`src/pkg/cbt_pkg.sv`:
```
// Purpose: Shared constants and types for the CAN bit timing block
// Assumes: 8-bit register port, one 50 MHz clock
// Notes: Register offsets are indices on the plain register port
package cbt_pkg;
  localparam int ADDR_W = 2;
  localparam logic [1:0] PJ_ADDR = 2'h0;
  localparam logic [1:0] SS_ADDR = 2'h1;
  localparam logic [1:0] STAT_ADDR = 2'h2;
  localparam int JUMP_MSB = 7;
  localparam int JUMP_LSB = 6;
  localparam int PRESC_MSB = 5;
  localparam int PRESC_LSB = 0;
  localparam int TRIPLE_BIT = 7;
  localparam int SEG2_MSB = 6;
  localparam int SEG2_LSB = 4;
  localparam int SEG1_MSB = 3;
  localparam int SEG1_LSB = 0;
  localparam int STAT_INIT_BIT = 0;
  localparam int STAT_RXBIT_BIT = 1;
  localparam int STAT_CLKSEL_BIT = 2;
  localparam int STAT_SEG1_BIT = 3;
  localparam int STAT_SEG2_BIT = 4;
  localparam logic [7:0] PJ_RESET = 8'h00;
  localparam logic [7:0] SS_RESET = 8'h00;
  localparam logic [7:0] RDATA_RESET = 8'h00;

  typedef enum logic [1:0] {
    CBT_SYNC = 2'b00,
    CBT_SEG1 = 2'b01,
    CBT_SEG2 = 2'b10
  } cbt_seg_t;
endpackage

```
`src/pkg/cbt_quantum_if.sv`:
```
// Purpose: Link between the bit timing core and its quantum generator
// Assumes: Single clock domain
// Notes: Tick is a one-cycle enable pulse
`timescale 1ns/1ps
`default_nettype none
interface cbt_quantum_if;
  logic run;
  logic clock_select;
  logic osc_clock_en;
  logic [5:0] quantum_prescaler;
  logic quantum_tick;

  modport core (
    output run,
    output clock_select,
    output osc_clock_en,
    output quantum_prescaler,
    input quantum_tick
  );
  modport gen (
    input run,
    input clock_select,
    input osc_clock_en,
    input quantum_prescaler,
    output quantum_tick
  );
endinterface
`default_nettype wire

```
`src/cbt_quantum_gen.sv`:
```
// Purpose: Time quantum tick from the selected CAN clock enable
// Assumes: Bus clock is clk_i itself, oscillator arrives as an enable
// Notes: Counter is held at zero while the core is stopped
`timescale 1ns/1ps
`default_nettype none
module cbt_quantum_gen (
  input wire logic clk_i,     // System clock
  input wire logic reset_i,   // Synchronous reset, high
  cbt_quantum_if.gen q        // Control and tick
);
  import cbt_pkg::*;

  typedef struct packed {
    logic [5:0] count;
    logic tick;
  } cbt_gen_state_t;

  localparam cbt_gen_state_t GEN_RESET = '{count: 6'h00, tick: 1'b0};

  cbt_gen_state_t st;
  cbt_gen_state_t next_st;
  logic can_clock_en;

  always_comb begin
    can_clock_en = q.clock_select ? 1'b1 : q.osc_clock_en;
    next_st = st;
    next_st.tick = 1'b0;
    if (!q.run) begin
      next_st.count = 6'h00;
    end else if (can_clock_en) begin
      if (st.count >= q.quantum_prescaler) begin
        next_st.count = 6'h00;
        next_st.tick = 1'b1;
      end else begin
        next_st.count = st.count + 6'h01;
      end
    end
  end

  always_ff @(posedge clk_i) begin
    if (reset_i) begin
      st <= GEN_RESET;
    end else begin
      st <= next_st;
    end
  end

  assign q.quantum_tick = st.tick;
endmodule
`default_nettype wire

```
`src/cbt_top.sv`:
```
// Purpose: CAN bit timing registers and bit timing core
// Assumes: Init handshake and frame engine live elsewhere on clk_i
// Notes: Receive pin is synchronised before any use
`timescale 1ns/1ps
`default_nettype none
module cbt_top (
  input wire logic clk_i,                                 // System clock, 50 MHz
  input wire logic reset_i,                               // Synchronous reset, high
  input wire logic [cbt_pkg::ADDR_W-1:0] addr_i,          // Register index
  input wire logic [7:0] wdata_i,                         // Write data
  input wire logic write_i,                               // Write strobe
  input wire logic read_i,                                // Read strobe
  output logic [7:0] rdata_o,                             // Read data, next cycle
  input wire logic init_request_i,                        // Init mode requested
  input wire logic init_acknowledge_i,                    // Init mode acknowledged
  input wire logic can_clock_select_i,                    // 0 oscillator, 1 bus clock
  input wire logic osc_clock_en_i,                        // Oscillator rate enable
  input wire logic can_rx_i,                              // Receive pin, async
  output logic quantum_tick_o,                            // One pulse per quantum
  output logic [1:0] resync_jump_width_o,                 // Jump width field
  output logic [5:0] quantum_prescaler_o,                 // Prescaler field
  output logic triple_sample_select_o,                    // Three samples per bit
  output logic [3:0] first_time_segment_o,                // First segment field
  output logic [2:0] second_time_segment_o,               // Second segment field
  output logic [4:0] bit_quanta_o,                        // Quanta per nominal bit
  output logic sample_point_o,                            // Pulse at sample point
  output logic bit_start_o,                               // Pulse at bit start
  output logic rx_bit_o,                                  // Received bit value
  output logic resync_o                                   // Pulse on resync
);
  import cbt_pkg::*;

  typedef struct packed {
    logic [7:0] prescale_jump;
    logic [7:0] segments_sampling;
    logic [7:0] rdata;
    logic rx_meta;
    logic rx_sync;
    logic [4:0] bit_quanta;
    cbt_seg_t seg;
    logic [4:0] cnt;
    logic [5:0] seg1_end;
    logic [3:0] seg2_end;
    logic prev_level;
    logic resynced;
    logic [2:0] samples;
    logic bit_value;
    logic sample_point;
    logic bit_start;
    logic resync;
  } cbt_top_state_t;

  localparam cbt_top_state_t TOP_RESET = '{
    prescale_jump: PJ_RESET,
    segments_sampling: SS_RESET,
    rdata: RDATA_RESET,
    rx_meta: 1'b1,
    rx_sync: 1'b1,
    bit_quanta: 5'h00,
    seg: CBT_SYNC,
    cnt: 5'h00,
    seg1_end: 6'h00,
    seg2_end: 4'h0,
    prev_level: 1'b1,
    resynced: 1'b0,
    samples: 3'h7,
    bit_value: 1'b1,
    sample_point: 1'b0,
    bit_start: 1'b0,
    resync: 1'b0
  };

  function automatic logic [5:0] cbt_cap(input logic [5:0] err, input logic [2:0] lim);
    cbt_cap = (err > {3'b000, lim}) ? {3'b000, lim} : err;
  endfunction

  function automatic logic cbt_majority(input logic [2:0] s);
    cbt_majority = (s[0] & s[1]) | (s[0] & s[2]) | (s[1] & s[2]);
  endfunction

  cbt_top_state_t st;
  cbt_top_state_t next_st;
  cbt_quantum_if qif ();
  logic init_active;
  logic [4:0] seg1_len;
  logic [3:0] seg2_len;
  logic [2:0] jump_len;
  logic [7:0] status;
  logic level;
  logic edge_seen;
  logic [5:0] end1;
  logic [3:0] end2;
  logic [5:0] err2;

  assign init_active = init_request_i & init_acknowledge_i;
  assign jump_len = {1'b0, st.prescale_jump[JUMP_MSB:JUMP_LSB]} + 3'h1;
  assign seg1_len = {1'b0, st.segments_sampling[SEG1_MSB:SEG1_LSB]} + 5'h01;
  assign seg2_len = {1'b0, st.segments_sampling[SEG2_MSB:SEG2_LSB]} + 4'h1;

  assign qif.run = ~init_active;
  assign qif.clock_select = can_clock_select_i;
  assign qif.osc_clock_en = osc_clock_en_i;
  assign qif.quantum_prescaler = st.prescale_jump[PRESC_MSB:PRESC_LSB];

  cbt_quantum_gen u_quantum (
    .clk_i(clk_i),
    .reset_i(reset_i),
    .q(qif.gen)
  );

  always_comb begin
    status = 8'h00;
    status[STAT_INIT_BIT] = init_active;
    status[STAT_RXBIT_BIT] = st.bit_value;
    status[STAT_CLKSEL_BIT] = can_clock_select_i;
    status[STAT_SEG1_BIT] = (st.seg == CBT_SEG1);
    status[STAT_SEG2_BIT] = (st.seg == CBT_SEG2);
    level = st.rx_sync;
    edge_seen = st.prev_level & ~level & ~st.resynced;
    end1 = st.seg1_end;
    end2 = st.seg2_end;
    err2 = {2'b00, st.seg2_end} - {1'b0, st.cnt};
    next_st = st;
    next_st.rdata = RDATA_RESET;
    next_st.sample_point = 1'b0;
    next_st.bit_start = 1'b0;
    next_st.resync = 1'b0;
    // Only the second flop of the pin synchroniser is read by logic
    next_st.rx_meta = can_rx_i;
    next_st.rx_sync = st.rx_meta;
    next_st.bit_quanta = 5'h01 + seg1_len + {1'b0, seg2_len};

    if (write_i && init_active) begin
      case (addr_i)
        PJ_ADDR: begin
          next_st.prescale_jump = wdata_i;
        end
        SS_ADDR: begin
          next_st.segments_sampling = wdata_i;
        end
        default: begin
        end
      endcase
    end
    if (read_i) begin
      case (addr_i)
        PJ_ADDR: next_st.rdata = st.prescale_jump;
        SS_ADDR: next_st.rdata = st.segments_sampling;
        STAT_ADDR: next_st.rdata = status;
        default: next_st.rdata = RDATA_RESET;
      endcase
    end

    // Core is parked while configuration may change under it
    if (init_active) begin
      next_st.seg = CBT_SYNC;
      next_st.cnt = 5'h00;
      next_st.prev_level = 1'b1;
      next_st.resynced = 1'b0;
      next_st.samples = 3'h7;
    end else if (qif.quantum_tick) begin
      next_st.prev_level = level;
      next_st.samples = {st.samples[1:0], level};
      case (st.seg)
        CBT_SYNC: begin
          // Edges inside the sync quantum need no correction
          next_st.seg = CBT_SEG1;
          next_st.cnt = 5'h00;
          next_st.seg1_end = {1'b0, seg1_len};
          next_st.seg2_end = seg2_len;
          next_st.resynced = 1'b0;
          next_st.bit_start = 1'b1;
        end
        CBT_SEG1: begin
          if (edge_seen) begin
            end1 = st.seg1_end + cbt_cap({1'b0, st.cnt} + 6'h01, jump_len);
            next_st.resynced = 1'b1;
            next_st.resync = 1'b1;
          end
          next_st.seg1_end = end1;
          if (({1'b0, st.cnt} + 6'h01) >= end1) begin
            next_st.sample_point = 1'b1;
            next_st.bit_value = st.segments_sampling[TRIPLE_BIT] ?
              cbt_majority({st.samples[1:0], level}) : level;
            next_st.seg = CBT_SEG2;
            next_st.cnt = 5'h00;
          end else begin
            next_st.cnt = st.cnt + 5'h01;
          end
        end
        CBT_SEG2: begin
          if (edge_seen && (err2 <= {3'b000, jump_len})) begin
            // Full correction: this quantum becomes the new sync quantum
            next_st.seg = CBT_SEG1;
            next_st.cnt = 5'h00;
            next_st.seg1_end = {1'b0, seg1_len};
            next_st.seg2_end = seg2_len;
            next_st.resynced = 1'b0;
            next_st.bit_start = 1'b1;
            next_st.resync = 1'b1;
          end else begin
            if (edge_seen) begin
              end2 = st.seg2_end - {1'b0, jump_len};
              next_st.resynced = 1'b1;
              next_st.resync = 1'b1;
            end
            next_st.seg2_end = end2;
            if (({1'b0, st.cnt[3:0]} + 5'h01) >= {1'b0, end2}) begin
              next_st.seg = CBT_SYNC;
              next_st.cnt = 5'h00;
            end else begin
              next_st.cnt = st.cnt + 5'h01;
            end
          end
        end
        default: begin
          next_st.seg = CBT_SYNC;
          next_st.cnt = 5'h00;
        end
      endcase
    end
  end

  always_ff @(posedge clk_i) begin
    if (reset_i) begin
      st <= TOP_RESET;
    end else begin
      st <= next_st;
    end
  end

  assign rdata_o = st.rdata;
  assign quantum_tick_o = qif.quantum_tick;
  assign resync_jump_width_o = st.prescale_jump[JUMP_MSB:JUMP_LSB];
  assign quantum_prescaler_o = st.prescale_jump[PRESC_MSB:PRESC_LSB];
  assign triple_sample_select_o = st.segments_sampling[TRIPLE_BIT];
  assign first_time_segment_o = st.segments_sampling[SEG1_MSB:SEG1_LSB];
  assign second_time_segment_o = st.segments_sampling[SEG2_MSB:SEG2_LSB];
  assign bit_quanta_o = st.bit_quanta;
  assign sample_point_o = st.sample_point;
  assign bit_start_o = st.bit_start;
  assign rx_bit_o = st.bit_value;
  assign resync_o = st.resync;
endmodule
`default_nettype wire

```
`config.mk`:
```
export PLATFORM = sky130hd
export DESIGN_NAME = cbt_top
export DESIGN_NICKNAME = d
export VERILOG_FILES = /design/src/pkg/cbt_pkg.sv /design/src/pkg/cbt_quantum_if.sv /design/src/cbt_quantum_gen.sv /design/src/cbt_top.sv
export SDC_FILE = /design/constraint.sdc
export NUM_CORES = 1
export LEC_CHECK = 0
export BUFFER_PORTS_ARGS = -buffer_cell sky130_fd_sc_hd__buf_2
export CAP_MARGIN = 20
export CORE_MARGIN = 3
export CORE_UTILIZATION = 41
export DETAILED_ROUTE_END_ITERATION = 12
export MAX_ROUTING_LAYER = met4
export PLACE_DENSITY = 0.71
export SETUP_SLACK_MARGIN = 0.4
export SYNTH_ARGS = -nofsm -noshare
export SYNTH_HDL_FRONTEND = slang
export SYNTH_HIERARCHICAL = 1
export SYNTH_SLANG_ARGS = --single-unit
export TNS_END_PERCENT = 1
```
`constraint.sdc`:
```
create_clock -name clk_i -period 15.43 [get_ports clk_i]
set_clock_uncertainty 0.2 [all_clocks]
set_input_delay 3.086 -clock clk_i [delete_from_list [all_inputs] [get_ports clk_i]]
set_output_delay 3.086 -clock clk_i [all_outputs]
set_load 0.02 [all_outputs]
```
==> metrics.csv <==
stage;metric;value;unit
floorplan;dieWidth;106.5;µm
worst_hold_path;min_from;next_st[31]$_SDFF_PP1_;
critical_path;start_kind;flop;
critical_path;crit_path_end_kind;flop;
grt;grt_max_degree;36;
synthesis;ys_seq_elements;62;
finish;final_core_util;0.4595;
critical_path;cp.arrival;5.67;ns
synthesis;postSynth.asyncResetShare;0;
flow_run;drv_cap;0;
placement;gp_congestion;0.9399;
synthesis;seq_area_frac_synth;0.3000;
placement;place_area;4294;µm²
synthesis;yosys.area.top_type;dfxtp_1;
finish;final_area;4492;µm²
clock_tree;cts_max_path_buffers;2;
critical_path;worst_path_largest_cell_delay;0.54;ns
grt;grt_overflow_total;0;
floorplan;dieArea;11330;µm²
routing;num_vias;3388;
worst_hold_path;hold_end;level$_SDFF_PP1_;
power;peakVddDrop;73.83;µV
synthesis;synthesis.area;4138;µm²
floorplan;start_util;0.4233;
critical_path;crit_buf_inv;0;
clock_tree;clk_pin_slew;0.08;ns
floorplan;core_area;9774;µm²
routing;dr.first_iter.drc_count;211;
placement;numPortBuffers;52;
finish;nets;559;
clock_tree;post_cts_resized;0;
synthesis;synth_xor_area_frac;0.04022;
routing;wl;9845;µm
clock_tree;cts_buffers;9;
synthesis;synth_top_family_by_area;simple AND/OR/NAND/NOR gates;
clock_tree;htree_num_levels;3;
clock_tree;holdBufCountCts;0;
finish;area_delta_synth_final;8.558;%
timing;fin_hold_ws;0.2431;ns
worst_hold_path;hold_path_depth;1;
clock_tree;cts_sinks;62;
timing;min_period;5.580;ns
synthesis;yosysUniqueCellTypes;55;
critical_path;cp_cell_sequence;ha_1, nor2_1, or2_2, ha_1, a21oi_1, a31oi_1, nor4_2, mux2i_1, ha_1, fa_1, a21o_1, a21oi_1, xnor2_1, mux2i_1, ha_1, nand3_1, o21ai_0, o21ai_0, or4b_1, a21oi_1;
timing;final_max_slew_viol_count;0;
critical_path;r2r-end;st[24]$_SDFFE_PP0P_;
grt;grt_pass1_vias;3432;
critical_path;worst_path_dominant_cell_family;adder cells;
floorplan;rows;36;
finish;insertedDiodeCount;0;
floorplan;num_io_pins;53;
critical_path;worstReg2RegStart;st[19]$_SDFFE_PP0P_;
routing;ant_nets;0;
synthesis;synth_common_cells;62 x dfxtp_1, 47 x ha_1, 42 x nor2_1;
synthesis;synthAdderAreaFrac;0.1615;
critical_path;critPathKind;flop to flop;
critical_path;reg2reg_depth;20;
timing;max_freq;179.2;MHz
timing;hold_violations;0;
routing;drt_first_pass_iters;4;
critical_path;crit_fanout;9;
synthesis;synth_most_common_cell;dfxtp_1;
clock_tree;post_cts_buffers;0;
synthesis;yosys-top-cells-area;dfxtp_1 30%, ha_1 14%, mux2i_1 7.5%;
synthesis;synth_compound_area_frac;0.1512;
clock_tree;cts_tree;yes;
grt;grt_usage;0.1892;
timing;period_share;0.3616;
clock_tree;worst_skew_pair.late_latency;0.35;ns
timing;finalSetupTns;0;ns
critical_path;crit_top_cell;ha_1;
synthesis;synth_edf_count;0;
placement;dp_hpwl;7687;µm
synthesis;synth_ff_type;dfxtp_1;
synthesis;syn_area_per_cell;8.822;µm²
synthesis;synthSimpleGateAreaFrac;0.1705;
synthesis;yosysWarnings;6;
synthesis;synth_top_cell_area_share;0.3000;
timing;tightest_slew;0.9074;ns
floorplan;fp.dieH;106.5;µm
power;power_density;79.74;nW/µm²
finish;drive_above_1_share;0.1619;
critical_path;r2r_setup_slack;9.85;ns
worst_hold_path;hold_class;flop to flop;
routing;viasPerCell;5.404;
synthesis;synth_cells;469;
timing;relSlewSlack;0.3938;
grt;grt_pass1_wl;16620;µm
critical_path;required;15.52;ns
timing;setup_violations;0;
status;status;complete, no violations;
timing;rsz0062_at_grt;false;
power;p_leak;1.975;nW
routing;drc_errors;0;
grt;antenna_found_initial;0;
synthesis;synthMuxAreaShare;0.08588;
clock_tree;root_buffer;clkbuf_8;
critical_path;crit_cells;20;
critical_path;cp_slowest_cell;dfxtp_1;
routing;wl_per_cell;15.70;µm
==> kinds of logic (layout without fill, tap and decap cells) <==
family / count (synthesis) / count (layout)
adders and majority gates: 51 / 51
xor gates and xnor gates: 19 / 19
DFF: 62 / 62
muxes: 35 / 35
and+or+nand+nor: 136 / 136
other: 1 / 2
AOI/OAI and AO/OA: 95 / 95
buffers and inverters: 70 / 94
==> cell usage in the layout, fill, tap and decap left out, drive strengths merged, types with 10 or more instances in the layout <==
cell / count
nor3: 11
nand2b: 13
dfxtp: 62
a21oi: 33
mux2i: 31
inv: 27
nor2: 42
ha: 47
buf: 52
o21ai: 20
xnor2: 10
nand2: 23
==> flip-flops by register name, summed over array words and instances, names as in the netlist <==
name,flops
u_quantum/st,6
sample_point_o,1
bit_start_o,1
resync_o,1
second_time_segment_o,3
next_st,1
triple_sample_select_o,1
quantum_prescaler_o,6
level,1
bit_quanta_o,5
st,20
u_quantum/q.quantum_tick,1
first_time_segment_o,4
resync_jump_width_o,2
rx_bit_o,1
rdata_o,8
==> routing by layer <==
layer / GRT usage / wire [µm] / up-vias
li1: - / - / 1670
met2: 0.3127 / 4614 / 100
met1: 0.2300 / 4567 / 1601
met3: 0.03339 / 461 / 17
met4: 0.07580 / 201 / 0
met5: - / 0 / -
==> final cells by class <==
| type | instances | area (µm²) |
|---|---|---|
| Timing Repair Buffer | 52 | 260.3 |
| Inverter | 26 | 97.59 |
| Fill cell | 963 | 5283 |
| Clock buffer | 9 | 123.9 |
| Multi-Input combinational cell | 338 | 2529 |
| Tap cell | 133 | 166.4 |
| Clock inverter | 7 | 73.82 |
| Sequential cell | 62 | 1241 |
==> worst max path at each step <==
stage / start / end / slack (ns)
after detailed placement: st[19]$_SDFFE_PP0P_ / st[24]$_SDFFE_PP0P_ / 9.91
final: st[19]$_SDFFE_PP0P_ / st[24]$_SDFFE_PP0P_ / 9.85
after floorplan: st[19]$_SDFFE_PP0P_ / st[24]$_SDFFE_PP0P_ / 10.56
after CTS: st[19]$_SDFFE_PP0P_ / st[24]$_SDFFE_PP0P_ / 9.89
after global routing: st[19]$_SDFFE_PP0P_ / st[24]$_SDFFE_PP0P_ / 9.56
after global placement: st[19]$_SDFFE_PP0P_ / st[24]$_SDFFE_PP0P_ / 10.17
==> power by group <==
group	switching (W)	total, W	internal, W
logic	0.0000289	0.0000478	0.0000188
clock network	0.0000670	0.000142	0.0000749
registers	0.00000475	0.000168	0.000164
==> metrics by stage <==
| step | power (W) | worst slack [ns] | std cells |
|---|---|---|---|
| after global routing | 0.0003733 | 9.557 | 627 |
| after floorplan | 0.0002065 | 10.56 | 470 |
| after detailed placement | 0.0002194 | 9.908 | 611 |
| after global placement | 0.0002181 | 10.17 | 611 |
| after CTS | 0.0003610 | 9.891 | 627 |
| final | 0.0003582 | 9.850 | 627 |
No activity file was read; power rests on OpenSTA's default activity.
